$ cat config.mk
export PLATFORM = sky130hd
export DESIGN_NAME = sram_boundary_scan_tap
export DESIGN_NICKNAME = d
export VERILOG_FILES = /design/src/sync2.v /design/src/sram_boundary_scan_tap.v
export VERILOG_INCLUDE_DIRS = /design/src
export SDC_FILE = /design/constraint.sdc
export NUM_CORES = 1
export LEC_CHECK = 0
export ABC_AREA = 1
export BUFFER_PORTS_ARGS = -buffer_cell sky130_fd_sc_hd__buf_2
export CORE_MARGIN = 2
export CORE_UTILIZATION = 28
export DETAILED_ROUTE_END_ITERATION = 8
export SETUP_SLACK_MARGIN = 0.15
export SLEW_MARGIN = 10
export SYNTH_ARGS = -nofsm -noshare
export SYNTH_HDL_FRONTEND = slang
export SYNTH_SLANG_ARGS = --single-unit
$ cat constraint.sdc
create_clock -name sys_clk -period 4.1 [get_ports sys_clk]
set_input_delay 0.205 -clock sys_clk [delete_from_list [all_inputs] [get_ports sys_clk]]
set_output_delay 0.205 -clock sys_clk [all_outputs]
set_load 0.005 [all_outputs]
$ cat src/tap_map.vh
// constants of the sram test access port
`ifndef TAP_MAP_VH
`define TAP_MAP_VH
`define IR_WIDTH        3
`define IR_EXTEST       3'h0
`define IR_IDCODE       3'h1
`define IR_SAMPLE_Z     3'h2
`define IR_SAMPLE       3'h4
`define IR_BYPASS       3'h7
`define IR_CAPTURE_PAT  3'h1
`define ID_WIDTH        32
`define BS_WIDTH        109
`define TLR_ONES        3'h5
`define ST_TLR          4'h0
`define ST_RTI          4'h1
`define ST_SEL_DR       4'h2
`define ST_CAP_DR       4'h3
`define ST_SHF_DR       4'h4
`define ST_EX1_DR       4'h5
`define ST_PAU_DR       4'h6
`define ST_EX2_DR       4'h7
`define ST_UPD_DR       4'h8
`define ST_SEL_IR       4'h9
`define ST_CAP_IR       4'hA
`define ST_SHF_IR       4'hB
`define ST_EX1_IR       4'hC
`define ST_PAU_IR       4'hD
`define ST_EX2_IR       4'hE
`define ST_UPD_IR       4'hF
`endif

$ cat src/sync2.v
// two flip-flop synchroniser for one level
`default_nettype none
module sync2 #(
  parameter RST_VAL = 1'b1
) (
  input  wire sys_clk,   // system clock
  input  wire rst,       // synchronous reset
  input  wire d,         // asynchronous level
  output wire q          // synchronised level
);
  reg meta_r;
  reg q_r;
  always @(posedge sys_clk)
  begin
    if (rst)
    begin
      meta_r <= RST_VAL;
      q_r    <= RST_VAL;
    end
    else
    begin
      meta_r <= d;
      q_r    <= meta_r;
    end
  end
  assign q = q_r;
endmodule
`default_nettype wire

$ cat src/sram_boundary_scan_tap.v
// test access port controller with instruction, bypass, id and boundary registers
// Contract
// - all test inputs are sampled on the rising test clock edge
// - serial output changes only on the falling test clock edge
// - mode select steers the controller state machine
// - one serial register sits between data in and out, chosen by state and instruction
// - mode select high on five rising edges forces test-logic-reset
// - controller starts in reset at power-up without test clock
// - unconnected mode select or data input reads as one
// - identification instruction loads at power-up and on reset state entry
// - bypass instruction puts single bypass bit in the shift path
// - output-floating sample forces outputs high-z and captures pad inputs
`default_nettype none
`include "tap_map.vh"
module sram_boundary_scan_tap #(
  parameter ID_VALUE = 32'h0000_1235   // arbitrary identification value
) (
  input  wire                 sys_clk,     // system clock 200 MHz
  input  wire                 rst,         // synchronous reset, power-up
  input  wire                 tck,         // test clock pin
  input  wire                 tms,         // mode select pin
  input  wire                 tms_oe,      // high when the tester drives mode select
  input  wire                 tdi,         // serial data pin
  input  wire                 tdi_oe,      // high when the tester drives serial data
  output wire                 tdo,         // serial data out
  output wire                 tdo_oe,      // high while the output drives
  input  wire [`BS_WIDTH-1:0] pad_in,      // memory pad states to capture
  output wire [`BS_WIDTH-1:0] bs_out,      // boundary update latches
  output wire                 outputs_hiz, // forces memory outputs off
  output wire                 extest_en,   // boundary drives pads
  output wire [3:0]           tap_state    // controller state
);
  // pins and their drive enables are synchronised before any logic looks at them
  wire tck_s;
  wire tms_raw_s;
  wire tms_oe_s;
  wire tdi_raw_s;
  wire tdi_oe_s;
  sync2 #(.RST_VAL(1'b0)) u_tck    (.sys_clk(sys_clk), .rst(rst), .d(tck),    .q(tck_s));
  sync2 #(.RST_VAL(1'b1)) u_tms    (.sys_clk(sys_clk), .rst(rst), .d(tms),    .q(tms_raw_s));
  sync2 #(.RST_VAL(1'b0)) u_tms_oe (.sys_clk(sys_clk), .rst(rst), .d(tms_oe), .q(tms_oe_s));
  sync2 #(.RST_VAL(1'b1)) u_tdi    (.sys_clk(sys_clk), .rst(rst), .d(tdi),    .q(tdi_raw_s));
  sync2 #(.RST_VAL(1'b0)) u_tdi_oe (.sys_clk(sys_clk), .rst(rst), .d(tdi_oe), .q(tdi_oe_s));
  // floating pins read as one, as an internal pull-up would make them
  wire tms_s = tms_oe_s ? tms_raw_s : 1'b1;
  wire tdi_s = tdi_oe_s ? tdi_raw_s : 1'b1;

  reg                  tck_d_r;
  reg [3:0]            st_r;
  reg [3:0]            st_nxt;
  reg [2:0]            ones_r;
  reg [`IR_WIDTH-1:0]  ir_r;
  reg [`IR_WIDTH-1:0]  irs_r;
  reg                  byp_r;
  reg [`ID_WIDTH-1:0]  id_r;
  wire [`BS_WIDTH-1:0] bs_cells;
  wire [`BS_WIDTH-1:0] bs_latch;
  reg                  tdo_r;
  reg                  oe_r;
  reg                  sdo;

  wire rise = tck_s & ~tck_d_r;
  wire fall = ~tck_s & tck_d_r;

  always @*
  begin
    st_nxt = st_r;
    case (st_r)
      `ST_TLR:    st_nxt = tms_s ? `ST_TLR    : `ST_RTI;
      `ST_RTI:    st_nxt = tms_s ? `ST_SEL_DR : `ST_RTI;
      `ST_SEL_DR: st_nxt = tms_s ? `ST_SEL_IR : `ST_CAP_DR;
      `ST_CAP_DR: st_nxt = tms_s ? `ST_EX1_DR : `ST_SHF_DR;
      `ST_SHF_DR: st_nxt = tms_s ? `ST_EX1_DR : `ST_SHF_DR;
      `ST_EX1_DR: st_nxt = tms_s ? `ST_UPD_DR : `ST_PAU_DR;
      `ST_PAU_DR: st_nxt = tms_s ? `ST_EX2_DR : `ST_PAU_DR;
      `ST_EX2_DR: st_nxt = tms_s ? `ST_UPD_DR : `ST_SHF_DR;
      `ST_UPD_DR: st_nxt = tms_s ? `ST_SEL_DR : `ST_RTI;
      `ST_SEL_IR: st_nxt = tms_s ? `ST_TLR    : `ST_CAP_IR;
      `ST_CAP_IR: st_nxt = tms_s ? `ST_EX1_IR : `ST_SHF_IR;
      `ST_SHF_IR: st_nxt = tms_s ? `ST_EX1_IR : `ST_SHF_IR;
      `ST_EX1_IR: st_nxt = tms_s ? `ST_UPD_IR : `ST_PAU_IR;
      `ST_PAU_IR: st_nxt = tms_s ? `ST_EX2_IR : `ST_PAU_IR;
      `ST_EX2_IR: st_nxt = tms_s ? `ST_UPD_IR : `ST_SHF_IR;
      `ST_UPD_IR: st_nxt = tms_s ? `ST_SEL_DR : `ST_RTI;
      default:    st_nxt = `ST_TLR;
    endcase
    // fifth consecutive high sample always lands in reset
    if (tms_s && ones_r >= (`TLR_ONES - 3'h1))
      st_nxt = `ST_TLR;
  end

  // serial path selection from state and instruction
  always @*
  begin
    sdo = byp_r;
    if (st_r == `ST_SHF_IR)
      sdo = irs_r[0];
    else
      case (ir_r)
        `IR_IDCODE:                         sdo = id_r[0];
        `IR_EXTEST, `IR_SAMPLE_Z, `IR_SAMPLE: sdo = bs_cells[0];
        default:                            sdo = byp_r;
      endcase
  end

  wire sel_id = (ir_r == `IR_IDCODE);
  wire sel_bs = (ir_r == `IR_EXTEST) || (ir_r == `IR_SAMPLE_Z) || (ir_r == `IR_SAMPLE);

  // edge detector idles low like the pin, so reset leaves no false edge
  always @(posedge sys_clk)
  begin
    if (rst)
      tck_d_r <= 1'b0;
    else
      tck_d_r <= tck_s;
  end

  // controller state and run of consecutive high mode samples
  always @(posedge sys_clk)
  begin
    if (rst)
    begin
      st_r   <= `ST_TLR;
      ones_r <= 3'h0;
    end
    else if (rise)
    begin
      st_r   <= st_nxt;
      ones_r <= tms_s ? ((ones_r == 3'h7) ? ones_r : ones_r + 3'h1) : 3'h0;
    end
  end

  // instruction shift stage and active instruction
  always @(posedge sys_clk)
  begin
    if (rst)
    begin
      ir_r  <= `IR_IDCODE;
      irs_r <= `IR_CAPTURE_PAT;
    end
    else if (rise)
    begin
      case (st_r)
        `ST_CAP_IR: irs_r <= `IR_CAPTURE_PAT;
        `ST_SHF_IR: irs_r <= {tdi_s, irs_r[`IR_WIDTH-1:1]};
        `ST_UPD_IR: ir_r  <= irs_r;
        default:    irs_r <= irs_r;
      endcase
      // identification is active from the very edge that enters reset, not one later
      if (st_nxt == `ST_TLR)
        ir_r <= `IR_IDCODE;
    end
  end

  // bypass and identification registers
  always @(posedge sys_clk)
  begin
    if (rst)
    begin
      byp_r <= 1'b0;
      id_r  <= {`ID_WIDTH{1'b0}};
    end
    else if (rise)
    begin
      if (st_r == `ST_CAP_DR)
      begin
        byp_r <= 1'b0;
        if (sel_id)
          id_r <= ID_VALUE;
      end
      else if (st_r == `ST_SHF_DR)
      begin
        if (sel_id)
          id_r <= {tdi_s, id_r[`ID_WIDTH-1:1]};
        else if (!sel_bs)
          byp_r <= tdi_s;
      end
    end
  end

  // one boundary cell per pad: synchronised capture, shift toward data out, update latch
  wire [`BS_WIDTH-1:0] pad_s;
  wire [`BS_WIDTH-1:0] bs_shf = {tdi_s, bs_cells[`BS_WIDTH-1:1]};
  genvar gi;
  generate
    for (gi = 0; gi < `BS_WIDTH; gi = gi + 1)
    begin : g_cell
      reg cell_r;
      reg latch_r;
      sync2 #(.RST_VAL(1'b0)) u_pad (
        .sys_clk (sys_clk),
        .rst     (rst),
        .d       (pad_in[gi]),
        .q       (pad_s[gi])
      );
      always @(posedge sys_clk)
      begin
        if (rst)
        begin
          cell_r  <= 1'b0;
          latch_r <= 1'b0;
        end
        else if (rise && sel_bs)
        begin
          if (st_r == `ST_CAP_DR)
            cell_r <= pad_s[gi];
          else if (st_r == `ST_SHF_DR)
            cell_r <= bs_shf[gi];
          else if (st_r == `ST_UPD_DR)
            latch_r <= cell_r;
        end
      end
      assign bs_cells[gi] = cell_r;
      assign bs_latch[gi] = latch_r;
    end
  endgenerate

  // serial output and its enable move only after a falling test clock edge
  always @(posedge sys_clk)
  begin
    if (rst)
    begin
      tdo_r <= 1'b0;
      oe_r  <= 1'b0;
    end
    else if (fall)
    begin
      tdo_r <= sdo;
      oe_r  <= (st_r == `ST_SHF_DR) || (st_r == `ST_SHF_IR);
    end
  end

  assign tdo         = tdo_r;
  assign tdo_oe      = oe_r;
  assign bs_out      = bs_latch;
  assign outputs_hiz = (ir_r == `IR_SAMPLE_Z);
  assign extest_en   = (ir_r == `IR_EXTEST);
  assign tap_state   = st_r;
endmodule
`default_nettype wire

=== Yosys cells after proc, flatten, opt, wreduce, memory -nomap -nowiden ===
Index checks and enable logic that the tools add are counted.

* Register bits: 495
* Bits in latches: 0
* Bits in writable memories: 0
* Bits in read-only memories: 0
* Input port bits: 116
* Output and inout port bits: 117
* Logic and storage cells: 758
* Memories kept: 0

* Add/sub/neg operators: 1
* Multipliers: 0
* Divide/modulo/power cells: 0
* $lt $le $gt $ge: 1
* Eq/ne operators: 24
* Shifts and indexed selects: 0
* Mux-type cells: 249
* Bitwise gates (word level): 6
* Reductions and logical operators: 22

{| class="wikitable"
|+ Operator list
! kind !! number
|-
| two-way mux 1 bit || 228
|-
| two-way mux 32 bit || 4
|-
| case mux 4 bit (12 select lines) || 1
|-
| == test 4 bit, second input constant || 8
|-
| two-way mux 4 bit || 5
|-
| two-way mux 3 bit || 6
|-
| == test 4 x 3 -> 1 bit, second input constant || 4
|-
| AND reduction 4 bit || 3
|-
| == test 4 x 2 -> 1 bit, second input constant || 2
|-
| zero test 4 bit || 2
|-
| AND reduction 2 bit || 4
|-
| == test 3 bit, second input constant || 2
|-
| two-way mux 2 bit || 3
|-
| inequality test 2 bit, second input constant || 3
|-
| case mux 3 bit (2 select lines) || 1
|-
| nonzero test 2 bit || 3
|-
| OR reduction 3 bit || 2
|-
| == test 4 x 1 -> 1 bit, second input constant || 1
|-
| inequality test 2 x 1 -> 1 bit, second input constant || 2
|-
| NOT 1 bit || 4
|-
| OR reduction 2 bit || 2
|-
| adder 3 x 1 -> 3 bit, second input constant || 1
|-
| == test 3 x 1 -> 1 bit, second input constant || 1
|-
| == test 3 x 2 -> 1 bit, second input constant || 1
|-
| 6 further kinds || 10
|}

=== Depth between registers and ports, before layout ===
* Depth after elaboration: 7
* Depth in mapped cells: 14
* Depth with buffers taken out: 13

=== Cells and area by module ===
From an unflattened synthesis, not the netlist that was laid out.

* Cells, all modules: 2196
* Area, all modules: 17580.6 µm²

{| class="wikitable"
|+ Modules (own cells, without submodules)
! module !! instances !! cells an instance !! area each (µm²) !! seq. area each (µm²)
|-
| sram_boundary_scan_tap || 1 || 1510 || 11297.1 || 5345.1
|-
| sync2 at g_cell[0].u_pad ... || 112 || 6 || 55.1 || 40.0
|-
| sync2 at u_tdi ... || 2 || 7 || 58.8 || 40.0
|}

=== Least setup slack after synthesis ===
OpenSTA, ideal clock, no wires.

* Path type: reg-to-reg
* Start: reg st_r[0], in the netlist tap_state[0]
* End: reg g_cell[71].cell_r
* Library setup time: 0.125 ns
* Data arrival time: 1.531 ns
* Required time: 3.975 ns
* Setup slack: 2.443 ns
* Stages on the path, launching flop included: 14
* Buffers on the path: 3
* Period minus slack after synthesis: 1.657 ns
* Path through: dfxtp_1 -> buf_2 -> nand2_1 -> inv_2 -> nand2_4 -> inv_4 -> nor2_2 -> inv_2 -> nand2_2 -> inv_4 -> buf_6 -> buf_4 -> o21ai_0 -> a31oi_1

* Word-level cells in the longest chain between the ends: 3
* Elaborated cells between the ends (all ways): 5
* Classes of those cells: 2 x eq/ne; 1 x mux; 2 x reduce/logical

{| class="wikitable"
|+ RTL lines
! what !! line !! source
|-
| start, declared || sram_boundary_scan_tap.v:49 || <nowiki>reg [3:0] st_r;</nowiki>
|-
| start signal, assigned || sram_boundary_scan_tap.v:123 || <nowiki>st_r <= `ST_TLR;</nowiki>
|-
| start signal, assigned || sram_boundary_scan_tap.v:128 || <nowiki>st_r <= st_nxt;</nowiki>
|-
| == test 4 x 3 -> 1 bit or == test 4 x 2 -> 1 bit (tied branches) || -- ||
|-
| nonzero test 2 bit (no line) || -- ||
|-
| AND reduction 2 bit (no line) || -- ||
|-
| end signal, assigned || sram_boundary_scan_tap.v:206 || <nowiki>cell_r <= pad_s[gi];</nowiki>
|-
| end signal, assigned || sram_boundary_scan_tap.v:208 || <nowiki>cell_r <= bs_shf[gi];</nowiki>
|-
| end, declared || sram_boundary_scan_tap.v:188 || <nowiki>reg cell_r;</nowiki>
|}

Parallel ways exist; a longest one is shown, timed or not.
A chain may end at the register's enable or synchronous reset.

=== Final worst setup path ===
* Start: reg st_r[0], in the netlist tap_state[0]
* End: reg id_r[29]

* Word-level cells in the longest chain between the ends: 3
* Elaborated cells between the ends (all ways): 7
* Classes of those cells: 4 x eq/ne; 1 x mux; 2 x reduce/logical

{| class="wikitable"
|+ RTL lines
! what !! line !! source
|-
| == test 4 x 2 -> 1 bit or == test 4 x 3 -> 1 bit (tied branches) || -- ||
|-
| inequality test 2 bit (no line) or nonzero test 2 bit (tied branches) || -- ||
|-
| AND reduction 4 bit (no line) || -- ||
|-
| end signal, assigned || sram_boundary_scan_tap.v:161 || <nowiki>id_r <= {`ID_WIDTH{1'b0}};</nowiki>
|-
| end signal, assigned || sram_boundary_scan_tap.v:174 || <nowiki>id_r <= {tdi_s, id_r[`ID_WIDTH-1:1]};</nowiki>
|-
| end, declared || sram_boundary_scan_tap.v:55 || <nowiki>reg [`ID_WIDTH-1:0] id_r;</nowiki>
|}

Parallel ways exist; a longest one is shown, timed or not.

==> summary.txt <==
Yosys
  • Synthesized net count: 2337
  • Mapped Cells: between 2000 and 2500
  • Synth Area in Compound Gates: 12.3%
  • Library cells used by synthesis: 30
  • Post-synthesis mux area share: 0%
  • Largest family of logic cells by synthesized area: simple AND/OR/NAND/NOR gates
  • Synth Area in Simple Gates: 18.1%
  • Mean post-synth cell area: around 8 sq um
  • Post-synthesis xor/xnor area fraction: 0%
  • Yosys reg bits: between 400 and 500
  • Yosys warnings: 0
  • Synthesized area: roughly 18000 sq um
  • Seq/Total Area, Yosys: between 50 and 60%
  • Adder-cell area share of the yosys netlist: less than 1%

Finish
  • Fillers: approximately 6500
  • Diodes inserted: 0
  • Layout cells sized above 1: approximately 14%
  • Multi-input logic area: roughly 5400 sq um
  • FF+latch area: between 9000 and 10000 sq um
  • Most common cell after layout, fill and taps aside: dfxtp_1
  • Final #Nets: roughly 2500
  • Area delta synth->final: 21.7%
  • Commonest non-fill, non-tap cells in the layout: dfxtp_1, nor2_1, nand2_1

Floorplan
  • Total die area: about 65000 sq um
  • Rows: approximately 90
  • Ports: 233
  • Initial Util: 28.2%
  • Core Area: between 60000 and 70000 sq um
  • Die height: about 260 microns
  • Die X-Extent: 255 microns

Setup path
  • Worst Setup Start Kind: flip-flop
  • Critical R2R Capture: id_r[29]
  • Critical Path AT: about 3.3 ns
  • Max FO, Critical Path: 45
  • Crit path kind: flip-flop to flip-flop
  • Crit path to: id_r[29]
  • R2R depth: 10
  • Critical path endpoint category: flip-flop
  • CP required: around 4.5 ns
  • Reg2reg start: tap_state[0]
  • CP Launch Point: tap_state[0]
  • Internal reg-to-reg setup slack: roughly 1.2 ns

STA
  • Final setup TNS: 0 ns
  • Final Hold Fails: 0
  • Max-Slew Margin vs Limit: 31.3%
  • Fin crit share: 70.7%
  • Final Setup Violations: 0
  • FMAX: 0.345 GHz
  • RSZ-0062 raised after global routing: false
  • Final slew viol count: 0
  • Min cycle time layout: roughly 2.9 ns
  • Clock Skews: approximately 0.023 ns
  • Worst-Margin Slew: about 1.0 ns

Routing
  • 1st-iter DRT viols: 775
  • Vias per cell: between 4 and 5
  • Remaining DRCs: 0
  • Drt wl/cell: roughly 13 microns
  • DRT Pass-1 Iters: 5
  • Via count: approximately 14000
  • Routed Antenna Nets: 0
  • Final WL: 42.3 mm

Flow run
  • Max-cap viol count: 0

CTS
  • Depth of the CTS H-tree: 2
  • CTS sink cnt: between 400 and 500
  • Num CTS Buffers: between 50 and 60
  • TritonCTS clock tree: done
  • Clock latency on the worst-skew pair: ~0.59 ns
  • Clock Pin Slew Worst Setup and Hold Paths: roughly 0.06 ns
  • Clock root buffer: clkbuf_16
  • Post-CTS Setup Bufs: 0
  • Clk buf depth: 3

Global route
  • Grt ovf: 0
  • Global-route wire length before repair: 68.5 mm
  • Initial antenna violation count: 0
  • Pin count of the biggest net entering global routing: about 170
  • Total track usage: between 10% and 20%
  • Vias in the first global route: between 10000 and 15000

Pwr
  • Pwr/cell area: ~470 nW/um^2
  • Pwr Total: ~10 mW
  • Leak Pwr: between 9 and 10 nW
  • Peak VDD IR: between 0.2 and 0.3 mV

Placement
  • Gpl congestion: 0.803
  • Number of port buffers: around 230
  • Post-DP HPWL: around 25 mm

Outcome
  • Result of the run: finished, final reports clean

Hold path
  • Worst hold path class: input port to flip-flop
## sequential cells by signal, indices dropped and copies added (netlist names), 3 cells and up
signal / count
g_cell.cell_r: 109
ir_r: 3
g_cell.u_pad.q: 109
irs_r: 3
g_cell.latch_r: 109
tap_state: 4
id_r: 32
ones_r: 3
g_cell.u_pad.meta_r: 109
## how the worst min path moves through the flow
stage                                  from            endpoint  slack [ns]  cells after the start
finish                                  rst  g_cell[51].u_pad.q        0.06                      2
global route                            rst  g_cell[50].u_pad.q        0.11                      2
CTS                                     rst  g_cell[50].u_pad.q        0.07                      2
detailed placement                      tdi        u_tdi.meta_r        0.39                      2
global placement    g_cell[21].u_pad.meta_r  g_cell[21].u_pad.q        0.39                      2
floorplan                               tdi        u_tdi.meta_r        0.31                      1
## timing repair
action	CTS	global route
gates resized for setup	0	0
hold endpoints to repair	114	0
hold buffers	114	0
## per-stage QoR
stage               area (sq um)  setup slack [ns]  utilization, %  hold WS (ns)  std cells
global placement           18700              1.24            29.8         0.389       3064
detailed placement         18700              1.22            29.8         0.391       3064
global route               21500             0.840            34.3         0.110       3267
finish                     21500              1.20            34.3        0.0637       3267
CTS                        21500              1.18            34.3        0.0742       3267
floorplan                  17700              2.44               -         0.309       2219
## final cells by class
class	instances	share of cell area (%)
inverters	258	4.56
well taps	846	4.92
clock buffers	74	7.13
repair buffers	360	11.5
multi-input cells	1219	25.2
clock inverters	15	0.703
flip-flops and latches	495	46.0
## power breakdown
part           switching, mW  leakage (nW)  internal, mW
registers             0.0338          4.04          4.92
logic                  0.243          4.25         0.189
clock network           1.92         0.832          2.72
## logic make-up after synthesis
group	count (synthesis)
compound gates	400
fa+ha+maj	2
simple gates	817
buf+inv	505
flops	495
## cells in the mapped netlist (all sizes together)
master  count  area [sq um]
dfxtp     495          9910
nor2      471          1790
nand2     301          1140
inv       258           973
o21ai     232          1160
buf       147          1030
a31oi     108           676
clkbuf    100           375
a21oi      46           230
nand4      27           175
nand3      12          65.1
o211ai      8          60.1
a211oi      4          30.0
or2         4          25.0
ha          2          25.0
nor3        2          10.0
o211a       1          10.0
o221ai      1          8.76
## worst max-delay path, cell delays in order (launching register included)
cell,delay [ns]
dfxtp_1,0.55
nand2_1,0.14
inv_2,0.10
nand2_4,0.30
inv_4,0.16
nor2_2,0.06
nor2_2,0.07
buf_4,0.32
nand2_1,0.69
nand2_1,0.25
a21oi_1,0.10
## layer usage
metal | wire length (microns) | GRT usage, % | share of wire [%]
met4 | 1650 | 5.78 | 3.9
met1 | 19100 | 15.9 | 45
met5 | 0 | 0 | 0
met2 | 19600 | 21.3 | 46
met3 | 2000 | 2.71 | 4.7
No activity file was read; power rests on OpenSTA's default activity.
